`src/logic/uabd_pkg.sv`:
```
// Shared constants and types for the auto-baud measurement pair
package uabd_pkg;
    // Sync character the far end sends for calibration
    localparam logic [7:0] SYNC_CHAR = 8'h55;
    // Rising edges of the receive line that end a measurement
    localparam logic [2:0] LAST_EDGE = 3'h5;
    // Prescale divisors of the counter clock during measurement
    localparam int DIV_SLOW = 512;
    localparam int DIV_MID = 128;
    localparam int DIV_FAST = 32;
    localparam int PRE_W = 9;
    // High byte value that proves no carry in 8-bit modes
    localparam logic [7:0] NO_CARRY_HIGH = 8'h00;
    // Clock period of core_clk in ns
    localparam int CLK_PERIOD_NS = 40;
    // Width of the generator counter
    localparam int GEN_W = 16;
    // Measurement state
    typedef enum logic [1:0] {
        ABD_IDLE,
        ABD_WAIT_START,
        ABD_WAIT_RISE,
        ABD_COUNT
    } uabd_state_t;
endpackage : uabd_pkg

```
`src/logic/uabd_link_if.sv`:
```
// Serial line between the remote transmitter and the measuring receiver
interface uabd_link_if;
    logic rx_line; // Idle high serial line
    modport device (input rx_line);
    modport remote (output rx_line);
endinterface : uabd_link_if

```
`src/logic/uabd_measure.sv`:
```
// Auto-baud measurement of the receive line using the generator counter
module uabd_measure
    import uabd_pkg::*;
(
    input wire logic core_clk,
    input wire logic srst,
    uabd_link_if.device link,
    input wire logic sync_mode,
    input wire logic wake_on_break_enable,
    input wire logic wide_divisor_select,
    input wire logic high_speed_select,
    input wire logic auto_baud_set,
    input wire logic receive_data_read,
    output logic auto_baud_enable,
    output logic auto_baud_measure,
    output logic [7:0] baud_divisor_low,
    output logic [7:0] baud_divisor_high,
    output logic receive_complete_flag,
    output logic receiver_idle_flag,
    output logic baud_generator_tick
);
    ////////////////////////////////////////////////////////////////////
    logic rx_meta_q; // First synchroniser stage, read only by the next
    logic rx_sync_q; // Second stage
    logic rx_prev_q; // Edge detector history
    logic rise; // Rising edge of the synchronised line
    logic fall; // Falling edge, start bit
    logic [PRE_W-1:0] pre_q; // Prescaler for the counter clock
    logic [PRE_W-1:0] pre_top; // Terminal count of prescaler
    logic tick; // One counter clock
    logic [GEN_W-1:0] gen_q; // Combined divisor counter
    logic [2:0] edge_q; // Rising edges seen so far
    logic [1:0] brk_q; // Break skip progress under wake-on-break
    logic en_q; // Enable bit, software set, hardware clear
    logic rcf_q; // Sticky receive complete flag
    logic ok_mode; // Port is in asynchronous mode
    logic last_rise; // Fifth rising edge while counting
    uabd_state_t st_q; // Measurement sequencer state

    ////////////////////////////////////////////////////////////////////
    // Two-flop synchroniser, pin is asynchronous
    // Reset to idle high so no false edge follows reset
    always_ff @(posedge core_clk) begin
        if (srst) begin
            rx_meta_q <= 1'b1;
            rx_sync_q <= 1'b1;
            rx_prev_q <= 1'b1;
        end else begin
            rx_meta_q <= link.rx_line;
            rx_sync_q <= rx_meta_q;
            rx_prev_q <= rx_sync_q;
        end
    end
    // Edges come from the second stage and its history, so a metastable
    // first stage can at most shift an edge by one cycle
    assign rise = rx_sync_q & ~rx_prev_q;
    assign fall = ~rx_sync_q & rx_prev_q;

    // Async mode needs the synchronous bit clear
    // Wake-on-break is handled in the sequencer, not here
    assign ok_mode = ~sync_mode;

    ////////////////////////////////////////////////////////////////////
    // Counter clock: the normal 4x/16x/64x base divided by eight
    always_comb begin
        unique case ({wide_divisor_select, high_speed_select})
            2'b00: pre_top = PRE_W'(DIV_SLOW - 1);
            2'b11: pre_top = PRE_W'(DIV_FAST - 1);
            default: pre_top = PRE_W'(DIV_MID - 1);
        endcase
    end

    // Free-running prescaler restarted at the first rising edge
    // Held at zero outside counting so the first tick is a full period
    always_ff @(posedge core_clk) begin
        if (srst) begin
            pre_q <= '0;
        end else if (st_q != ABD_COUNT || pre_q == pre_top) begin
            pre_q <= '0;
        end else begin
            pre_q <= pre_q + PRE_W'(1);
        end
    end
    assign tick = (st_q == ABD_COUNT) && (pre_q == pre_top);
    // The tick runs only while counting; outside measurement it stays low
    assign baud_generator_tick = tick;

    ////////////////////////////////////////////////////////////////////
    // Fifth rising edge ends the count; edge one was taken on entry
    assign last_rise = (st_q == ABD_COUNT) && rise
        && (edge_q == LAST_EDGE - 3'h1);

    // Sequencer: clear, wait start, wait first rise, count
    // Arming is honoured in every state, so a sync character that was
    // missed or cut can simply be retried by software
    always_ff @(posedge core_clk) begin
        if (srst) begin
            st_q <= ABD_IDLE;
            edge_q <= 3'h0;
            brk_q <= 2'h0;
        end else if (auto_baud_set && ok_mode) begin
            st_q <= ABD_WAIT_START;
            edge_q <= 3'h0;
            // Break character must pass first
            brk_q <= wake_on_break_enable ? 2'h1 : 2'h0;
        end else if (!ok_mode) begin
            // Synchronous mode abandons any measurement
            st_q <= ABD_IDLE;
        end else begin
            unique case (st_q)
                ABD_IDLE: begin
                    // Nothing to do until software arms
                end
                ABD_WAIT_START: begin
                    if (brk_q == 2'h1 && fall) begin
                        brk_q <= 2'h2; // Break low begins
                    end else if (brk_q == 2'h2 && rise) begin
                        brk_q <= 2'h0; // Break ended
                    end else if (brk_q == 2'h0 && fall) begin
                        st_q <= ABD_WAIT_RISE;
                    end
                end
                ABD_WAIT_RISE: begin
                    // Start bit seen; counting opens on bit zero
                    if (rise) begin
                        st_q <= ABD_COUNT;
                        edge_q <= 3'h1;
                    end
                end
                ABD_COUNT: begin
                    if (rise) begin
                        edge_q <= edge_q + 3'h1;
                        if (last_rise) begin
                            st_q <= ABD_IDLE;
                        end
                    end
                end
            endcase
        end
    end

    // Enable bit: set by software, cleared on the fifth edge
    // Arm wins over the fifth edge, matching the sequencer restart
    always_ff @(posedge core_clk) begin
        if (srst) begin
            en_q <= 1'b0;
        end else if (auto_baud_set && ok_mode) begin
            en_q <= 1'b1;
        end else if (last_rise || !ok_mode) begin
            en_q <= 1'b0;
        end
    end

    // 16-bit counter over both bytes, whatever the width bit
    // The tick of the fifth edge is dropped so the count stops there
    always_ff @(posedge core_clk) begin
        if (srst) begin
            gen_q <= '0;
        end else if (auto_baud_set && ok_mode) begin
            gen_q <= '0;
        end else if (tick && !last_rise) begin
            gen_q <= gen_q + GEN_W'(1);
        end
    end

    // Receive complete flag: set wins over the read that clears it
    always_ff @(posedge core_clk) begin
        if (srst) begin
            rcf_q <= 1'b0;
        end else if (last_rise) begin
            rcf_q <= 1'b1;
        end else if (receive_data_read) begin
            rcf_q <= 1'b0;
        end
    end

    ////////////////////////////////////////////////////////////////////
    // Limitation: the count wraps past 16 bits; a rate too slow for the
    // chosen prescale reads back as a small, wrong value
    // High byte reads NO_CARRY_HIGH when 8-bit mode fit
    assign baud_divisor_low = gen_q[7:0];
    assign baud_divisor_high = gen_q[15:8];
    assign auto_baud_enable = en_q;
    assign auto_baud_measure = (st_q != ABD_IDLE);
    assign receive_complete_flag = rcf_q;
    // Receiver idle flag held low while measuring
    assign receiver_idle_flag = (st_q == ABD_IDLE) ? rx_sync_q : 1'b0;
endmodule : uabd_measure

```
`src/flat_wrapper.sv`:
```
// flat-port wrapper written by rule: the top's interface ports become plain ports
module uabd_measure_flat import uabd_pkg::*;
  (core_clk, srst, sync_mode, wake_on_break_enable, wide_divisor_select, high_speed_select, auto_baud_set, receive_data_read, auto_baud_enable, auto_baud_measure, baud_divisor_low, baud_divisor_high, receive_complete_flag, receiver_idle_flag, baud_generator_tick, link_rx_line);
  uabd_link_if link_i ();
  input wire logic core_clk;
  input wire logic srst;
  input wire logic sync_mode;
  input wire logic wake_on_break_enable;
  input wire logic wide_divisor_select;
  input wire logic high_speed_select;
  input wire logic auto_baud_set;
  input wire logic receive_data_read;
  output logic auto_baud_enable;
  output logic auto_baud_measure;
  output logic [7:0] baud_divisor_low;
  output logic [7:0] baud_divisor_high;
  output logic receive_complete_flag;
  output logic receiver_idle_flag;
  output logic baud_generator_tick;
  input wire logic [$bits(link_i.rx_line)-1:0] link_rx_line;
  assign link_i.rx_line = link_rx_line;
  uabd_measure u_core (.core_clk(core_clk), .srst(srst), .link(link_i), .sync_mode(sync_mode), .wake_on_break_enable(wake_on_break_enable), .wide_divisor_select(wide_divisor_select), .high_speed_select(high_speed_select), .auto_baud_set(auto_baud_set), .receive_data_read(receive_data_read), .auto_baud_enable(auto_baud_enable), .auto_baud_measure(auto_baud_measure), .baud_divisor_low(baud_divisor_low), .baud_divisor_high(baud_divisor_high), .receive_complete_flag(receive_complete_flag), .receiver_idle_flag(receiver_idle_flag), .baud_generator_tick(baud_generator_tick));
endmodule
```
`config.mk`:
```
export PLATFORM = sky130hd
export DESIGN_NAME = uabd_measure_flat
export DESIGN_NICKNAME = d
export VERILOG_FILES = /design/src/logic/uabd_pkg.sv /design/src/logic/uabd_link_if.sv /design/src/logic/uabd_measure.sv /design/src/flat_wrapper.sv
export SDC_FILE = /design/constraint.sdc
export NUM_CORES = 1
export LEC_CHECK = 0
export BUFFER_PORTS_ARGS = -buffer_cell sky130_fd_sc_hd__buf_2
export CAP_MARGIN = 20
export CELL_PAD_IN_SITES_DETAIL_PLACEMENT = 1
export CELL_PAD_IN_SITES_GLOBAL_PLACEMENT = 1
export CORE_MARGIN = 4
export CORE_UTILIZATION = 33
export DETAILED_ROUTE_END_ITERATION = 10
export PLACE_DENSITY_LB_ADDON = 0.1
export SLEW_MARGIN = 20
export SYNTH_ARGS = -nofsm -noshare
export SYNTH_HDL_FRONTEND = slang
export SYNTH_SLANG_ARGS = --single-unit
```
`constraint.sdc`:
```
create_clock -name core_clk -period 3.8 [get_ports core_clk]
set_input_delay 0.38 -clock core_clk [delete_from_list [all_inputs] [get_ports core_clk]]
set_output_delay 0.38 -clock core_clk [all_outputs]
set_load 0.005 [all_outputs]
```
After elaboration in Yosys (flattened, before gate mapping)
Index checks and enable logic that the tools add are counted.

Register bits: 37. Input bits: 9. Output and inout bits: 21. Word-level logic and storage cells: 94.

Add/subtract/negate cells: 3. Equality and inequality tests: 22. Muxes and demuxes: 24. Bitwise operators: 5. Reduce and logical (&&, ||, !) cells: 29.

Operators by type and width (number): $mux W2 (11); $pmux W9 S2 (1); $add A16 B1 Y16 const B (1); $ne A4 B3 Y1 const B (4); $reduce_and A7 Y1 (2); $ne A2 B1 Y1 const B (5); $reduce_bool A2 Y1 (5); $add A9 B1 Y9 const B (1); $eq A9 B9 Y1 (1); $eq A2 B2 Y1 const B (4); $logic_and A1 B1 Y1 (8); $mux W1 (8); $ne A4 B2 Y1 const B (2); $logic_not A2 Y1 (3); $mux W3 (2); $ne A2 B2 Y1 const B (3); $pmux W2 S3 (1); $pmux W3 S2 (1); $reduce_bool A3 Y1 (2); $reduce_bool A5 Y1 (1); $eq A2 B1 Y1 const B (2); $reduce_and A4 Y1 (1); $reduce_or A2 Y1 (2); $add A3 B1 Y3 const B (1); other kinds (7) (11).

Logic depth before layout (Yosys ltp)
Gate-level depths: netlist of the first run.

Depth in word-level cells: 9. Gate-level depth with buffers: 9. Mapped depth without buffers: 7.

Least setup slack after synthesis of the first run
Ideal clock, no wire load.

Path type: register to register. Start point: register u_core.edge_q[0]. End point: register u_core.gen_q[11]. Library setup time: 71 ps. Arrival: 1788 ps. Data required time: 3729 ps. Slack: 1941 ps. Stages on the path, launching flop included: 9. Buffers on the path: 1. Period minus slack after synthesis: 1859 ps. Cell sequence: dfxtp_1 -> inv_1 -> ha_1 -> and4b_1 -> nor2_1 -> o211ai_2 -> buf_6 -> or4_1 -> a21oi_1.

Word-level cells in the longest chain between the ends: 4.

RTL lines: from (decl) (RTL line uabd_measure.sv:32) `logic [2:0] edge_q;`; from (signal assigned) (RTL line uabd_measure.sv:132) `edge_q <= edge_q + 3'h1;`; $eq A3 B3 Y1 (RTL line uabd_measure.sv:91) `&& (edge_q == LAST_EDGE - 3'h1);`; $logic_and A1 B1 Y1 (RTL line uabd_measure.sv:91); $logic_not A1 Y1 (RTL line uabd_measure.sv:161) `end else if (tick && !last_rise) begin`; $logic_and A1 B1 Y1 (RTL line uabd_measure.sv:161); to (signal assigned) (RTL line uabd_measure.sv:162) `gen_q <= gen_q + GEN_W'(1);`; to (decl) (RTL line uabd_measure.sv:31) `logic [GEN_W-1:0] gen_q;`.

No other way between the ends. A chain may end at the register's enable or synchronous reset.

Worst setup path after layout of the first run
Ends and elaborated chain as after synthesis.

==> impl_metrics.tcl, run 1 <==
set metrics [dict create \
    status "complete, no violations" \
    cts_sinks 37 \
    mostFrequentLayoutCells "37 x dfxtp_1, 29 x buf_2, 26 x nor2_1" \
    ioPinCount 30 \
    tns_ns 0 \
    fmax_ghz 0.4463 \
    utilization_pct 40.07 \
    clockBufferDepth 2 \
    total_power_mw 0.7285 \
    maxCapViolCount 0 \
    topRoutingLayerUsed "met4" \
    firstDrtPassIters 3 \
    drt-met1-wl_um 2068 \
    diodes 0 \
    cts_tree "built" \
    crit_arrival_ns 2.46 \
    placed_cells 300 \
    grt_pass1_vias 1564 \
    final-hold-violation-count 0 \
    p_leak_nw 0.7514 \
    synth_warnings 0 \
    core_um2 5140 \
    h-tree-depth 2 \
    slowest_stage "or4_1" \
    synth_seq_area_share_pct 41.93 \
    die_area_um2 6589 \
    vias 1564 \
    synth_cells 209 \
    ir_drop_mv 0.1920 \
    layout_min_cycle_time_ns 2.241 \
    final_common_cell "dfxtp_1" \
    io_buffer_count 29 \
    die_h_um 81.17 \
    hp-class "in -> reg" \
    crit_buf_inv 1 \
    grt_max_degree 21 \
    yosysUniqueCellTypes 38 \
    initial_core_util_pct 34.37 \
    ff2ff_setup_slack_ns 1.56 \
    clkTransAtPathRegs_ns 0.07 \
    rsz0062_at_grt "no" \
    drc 0 \
    place_hpwl_um 3029 \
    die_w_um 81.17 \
    critical_path_class "reg -> reg" \
    grt-ovfl-total 0 \
    synth_seq_cells 37 \
    cp_max_fo 20 \
    antenna_left 0 \
    drtIter0Drc 36 \
    clock_latency_ns 0.29 \
    syn-cell-area_um2 1767 \
    area_growth_pct 16.57 \
    layoutNonFillerInstCount 308 \
    finalClockSkew_ns 0.007485 \
    gp_congestion 0.6842 \
    cp.required_ns 4.02 \
    finalMaxSlewViolations 0 \
    nets 250 \
    end_kind "register" \
    routed_wl_um 4169 \
    cts-root-buf "clkbuf_8" \
    drive_above_1_share_pct 19.33 \
    finalSetupViolations 0 \
    grt_pass1_wl_um 7196 \
    min_period_over_period_pct 58.96 \
    critPathTopFamily "simple AND/OR/NAND/NOR gates" \
    crit_chain "inv_1 -> ha_1 -> and4b_1 -> nor2_1 -> o211ai_2 -> or4_1 -> a21oi_1" \
    dr_wl_met3_um 122 \
    worstMarginPinSlew_ns 0.7665 \
    grt_usage_pct 14.16 \
    wire_per_inst_um 13.54 \
    wl_met2_um 1887 \
    cts_hold_buf 0 \
    critPathMaxStageDelay_ns 0.60 \
    cts_buffers 5 \
    syn_area_per_cell_um2 8.453 \
    start_kind "register" \
    post-cts-setup-buffers 0 \
    worst_hold_slack_ns 0.2692 \
    relSlewSlack_pct 48.75 \
    rows 26 \
    post_cts_resized 0 \
    power.density_nw_per_um2 353.7 \
    vias_per_cell 5.078 \
    grt_antenna_before_repair 0 \
    syn_nets 222 \
    n_fill_cell 664 \
]
routing by layer:
metal / track usage (%) / up-vias
li1: - / 801
met1: 18.14 / 736
met2: 22.25 / 19
met3: 3.326 / 8
met4: 6.926 / 0
met5: 0 / -
sequential cells by signal, indices dropped and copies added, names as in the netlist:
name	count
u_core.brk_q	2
u_core.auto_baud_enable	1
u_core.edge_q	3
u_core.rx_meta_q	1
u_core.receive_complete_flag	1
u_core.gen_q	16
u_core.st_q	2
u_core.pre_q	9
u_core.rx_prev_q	1
u_core.rx_sync_q	1
final timing paths:
| path | startpoint | to | cells past startpoint |
|---|---|---|---|
| worst max-delay path | u_core.edge_q[0] | u_core.gen_q[11] | 7 |
| worst max register to register | u_core.edge_q[0] | u_core.gen_q[11] | 7 |
| worst min register to register | u_core.rx_meta_q | u_core.rx_sync_q | 1 |
| worst min-delay path | link_rx_line | u_core.rx_meta_q | 2 |
kinds of logic after synthesis:
group | share of synthesized area (%)
mux | 1.133
flops | 41.93
simple gates | 28.89
fa+ha+maj | 2.833
buf+inv | 4.036
compound gates | 16.22
xor+xnor | 4.957
where the power goes:
group          leakage (nW)  switching (mW)  internal, mW
Sequential            0.299         0.00306         0.390
Combinational         0.398          0.0165        0.0116
Clock                0.0542           0.143         0.164
Total                 0.751           0.163         0.566
area by class of cell:
type	count	area, um^2	share of cell area (%)
multi-input combinational	156	954.7	46.35
sequential	37	740.7	35.97
timing repair buffer	29	145.1	7.047
clock buffer	7	96.34	4.678
tap	70	87.58	4.253
inverter	8	30.03	1.458
clock inverter	1	5.005	0.2430
per-stage QoR:
step | setup slack [ns] | instance area (um^2)
floorplan | 1.941 | 1767
global placement | 1.633 | 1958
detailed placement | 1.594 | 1958
CTS | 1.546 | 2059
global route | 1.355 | 2059
finish | 1.559 | 2059
Yosys cell counts:
library cell | instances | area, um^2
dfxtp_1 | 37 | 740.7
nor2_1 | 26 | 97.59
o211ai_2 | 1 | 12.51
or2_2 | 5 | 31.28
nor4_4 | 1 | 21.27
and4b_1 | 1 | 10.01
nor2_4 | 1 | 11.26
nor4bb_1 | 3 | 30.03
nor2b_1 | 1 | 6.260
mux2i_1 | 2 | 20.02
o31ai_1 | 6 | 45.04
a21oi_1 | 20 | 100.1
and3_1 | 3 | 18.77
nand2_1 | 13 | 48.80
nor4_1 | 2 | 12.51
buf_2 | 3 | 15.01
ha_1 | 4 | 50.05
nand2b_1 | 2 | 12.51
xor2_1 | 5 | 43.79
a32o_2 | 1 | 11.26
or4_1 | 7 | 52.55
nand3b_1 | 2 | 15.01
buf_6 | 1 | 11.26
nand4_1 | 3 | 18.77
o31a_1 | 1 | 8.760
o2111ai_1 | 2 | 17.52
o21bai_1 | 1 | 7.510
a31oi_1 | 1 | 6.260
nand3_1 | 13 | 65.06
inv_1 | 8 | 30.03
xnor2_1 | 5 | 43.79
o21ai_0 | 11 | 55.05
clkbuf_1 | 4 | 15.01
a21boi_0 | 1 | 7.510
or3_1 | 7 | 43.79
o21a_1 | 1 | 7.510
a22oi_1 | 1 | 7.510
nor3_1 | 3 | 15.01
Power figures use the tool's default switching activity.
==> inputs of run 2 (changes only) <==
- clock period: 3.8 -> 1.9 ns (I/O delays scaled with it)
==> impl_metrics.tcl, run 2 (synthesized netlist as in run 1, its figures left out) <==
set metrics [dict create \
    status "complete, no violations" \
    grt_max_degree 19 \
    rsz0062_at_grt "yes" \
    crit_buf_inv 2 \
    grt_usage_pct 14.86 \
    grt_antenna_before_repair 0 \
    cp_max_fo 16 \
    nets 278 \
    power.density_nw_per_um2 603.4 \
    clock_latency_ns 0.29 \
    vias 1713 \
    die_w_um 81.17 \
    grt_pass1_wl_um 7638 \
    relSlewSlack_pct 59.60 \
    reg_top3 "u_core.gen_q (16), u_core.pre_q (9), u_core.edge_q (3)" \
    largest_reg_flops 16 \
    h-tree-depth 2 \
    crit_arrival_ns 2.10 \
    total_power_mw 1.456 \
    diodes 0 \
    worst_hold_slack_ns 0.08399 \
    mostFrequentLayoutCells "31 x dfxtp_1, 29 x buf_2, 25 x buf_4" \
    pwr-share-comb_pct 4.7 \
    core_um2 5140 \
    end_kind "register" \
    maxCapViolCount 0 \
    dp_worst_setup_slack_ns -0.01801 \
    crit_chain "inv_2 -> ha_2 -> and4b_2 -> nor2_4 -> o211ai_2 -> buf_12 -> or4_4 -> a21oi_2" \
    wire_per_inst_um 13.65 \
    layout_min_cycle_time_ns 1.873 \
    initial_core_util_pct 34.37 \
    setup_ws_ns 0.02687 \
    rows 26 \
    clkTransAtPathRegs_ns 0.07 \
    grt_util_met2_pct 25.29 \
    die_h_um 81.17 \
    drtIter0Drc 48 \
    p_int_mw 1.133 \
    vias_per_cell 5.098 \
    p_switching_mw 0.3231 \
    area_growth_pct 36.61 \
    cts_tree "built" \
    cts_hold_buf 0 \
    start_kind "register" \
    grt-ovfl-total 0 \
    clkPwrFrac_pct 41.8 \
    finalMaxSlewViolations 0 \
    largest_register "u_core.gen_q" \
    critical_path_class "reg -> reg" \
    io_buffer_count 29 \
    drive_above_1_share_pct 37.59 \
    grt_use_met3_pct 3.326 \
    critPathMaxStageDelay_ns 0.51 \
    finalClockSkew_ns 0.005862 \
    min_period_over_period_pct 98.59 \
    cts_buffers 5 \
    firstDrtPassIters 4 \
    final-hold-violation-count 0 \
    met1_usage_pct 18.21 \
    busiest_layer "met2" \
    worstMarginPinSlew_ns 0.5978 \
    p_leak_nw 0.9263 \
    drc 0 \
    slowest_stage "or4_4" \
    ir_drop_mv 0.3087 \
    p_seq_share_pct 53.5 \
    place_hpwl_um 3329 \
    finalSetupViolations 0 \
    switching_share_pct 22.19 \
    final_common_cell "dfxtp_1" \
    clockBufferDepth 2 \
    gp_congestion 0.6930 \
    cts-root-buf "clkbuf_8" \
    grt_pass1_vias 1692 \
    cp.required_ns 2.12 \
    n_fill_cell 651 \
    die_area_um2 6589 \
    hp-class "in -> reg" \
    antenna_left 0 \
    routed_wl_um 4587 \
    fmax_ghz 0.5339 \
    ioPinCount 30 \
    cts_sinks 37 \
    critPathTopFamily "simple AND/OR/NAND/NOR gates" \
]
==> run 2: area by class of cell <==
cell class              count  area [um^2]  share of cell area, %
repair buffers             57        375.4                  15.55
clock buffers               7        96.34                  3.992
clock inverters             1        5.005                 0.2074
multi-input cells         156         1064                  44.06
inverters                   8        30.03                  1.244
well taps                  70        87.58                  3.629
flip-flops and latches     37        755.7                  31.31
==> run 2: final timing paths <==
check	slack (ns)	cells after the start	end	startpoint
max	0.03	8	u_core.gen_q[13]	u_core.edge_q[0]
min	0.08	2	u_core.rx_meta_q	link_rx_line
max reg2reg	0.03	8	u_core.gen_q[13]	u_core.edge_q[0]
min reg2reg	0.42	1	u_core.rx_sync_q	u_core.rx_meta_q
==> run 2: repair_timing <==
item,4_1_cts,5_1_grt
resized for setup,4,33
buffers inserted,1,5
pin swaps,1,15
gates cloned,0,0
setup endpoints to repair,10,12
==> run 2: layer usage <==
| metal | up-vias | share of wire [%] |
|---|---|---|
| met4 | 0 | 1.4 |
| li1 | 859 | - |
| met3 | 6 | 3.2 |
| met1 | 830 | 45 |
| met5 | - | 0 |
| met2 | 18 | 50 |
==> run 2: power by group through the flow <==
stage | registers, mW | logic (mW) | clock network, mW
after floorplan | 0.801 | 0.0364 | 0
after global placement | 0.802 | 0.0639 | 0
after detailed placement | 0.802 | 0.0650 | 0
after CTS | 0.784 | 0.0654 | 0.631
after global routing | 0.780 | 0.0774 | 0.670
final | 0.780 | 0.0685 | 0.608
==> run 2: per-stage QoR <==
step	cell area [um^2]	utilization [%]	TNS, ns	cells
3_5_place_dp	2136	41.55	-0.08131	322
4_1_cts	2252	43.82	-0.2511	331
2_1_floorplan	1767	-	0	209
3_3_place_gp	2136	41.55	0	322
6_report	2414	46.96	0	336
5_1_grt	2414	46.96	-0.3799	336
==> run 2: worst reg2reg max path: stages (launching register included) <==
cell	delay, ns
dfxtp_2	0.33
inv_2	0.03
ha_2	0.16
and4b_2	0.26
nor2_4	0.11
o211ai_2	0.12
buf_12	0.16
or4_4	0.51
a21oi_2	0.13
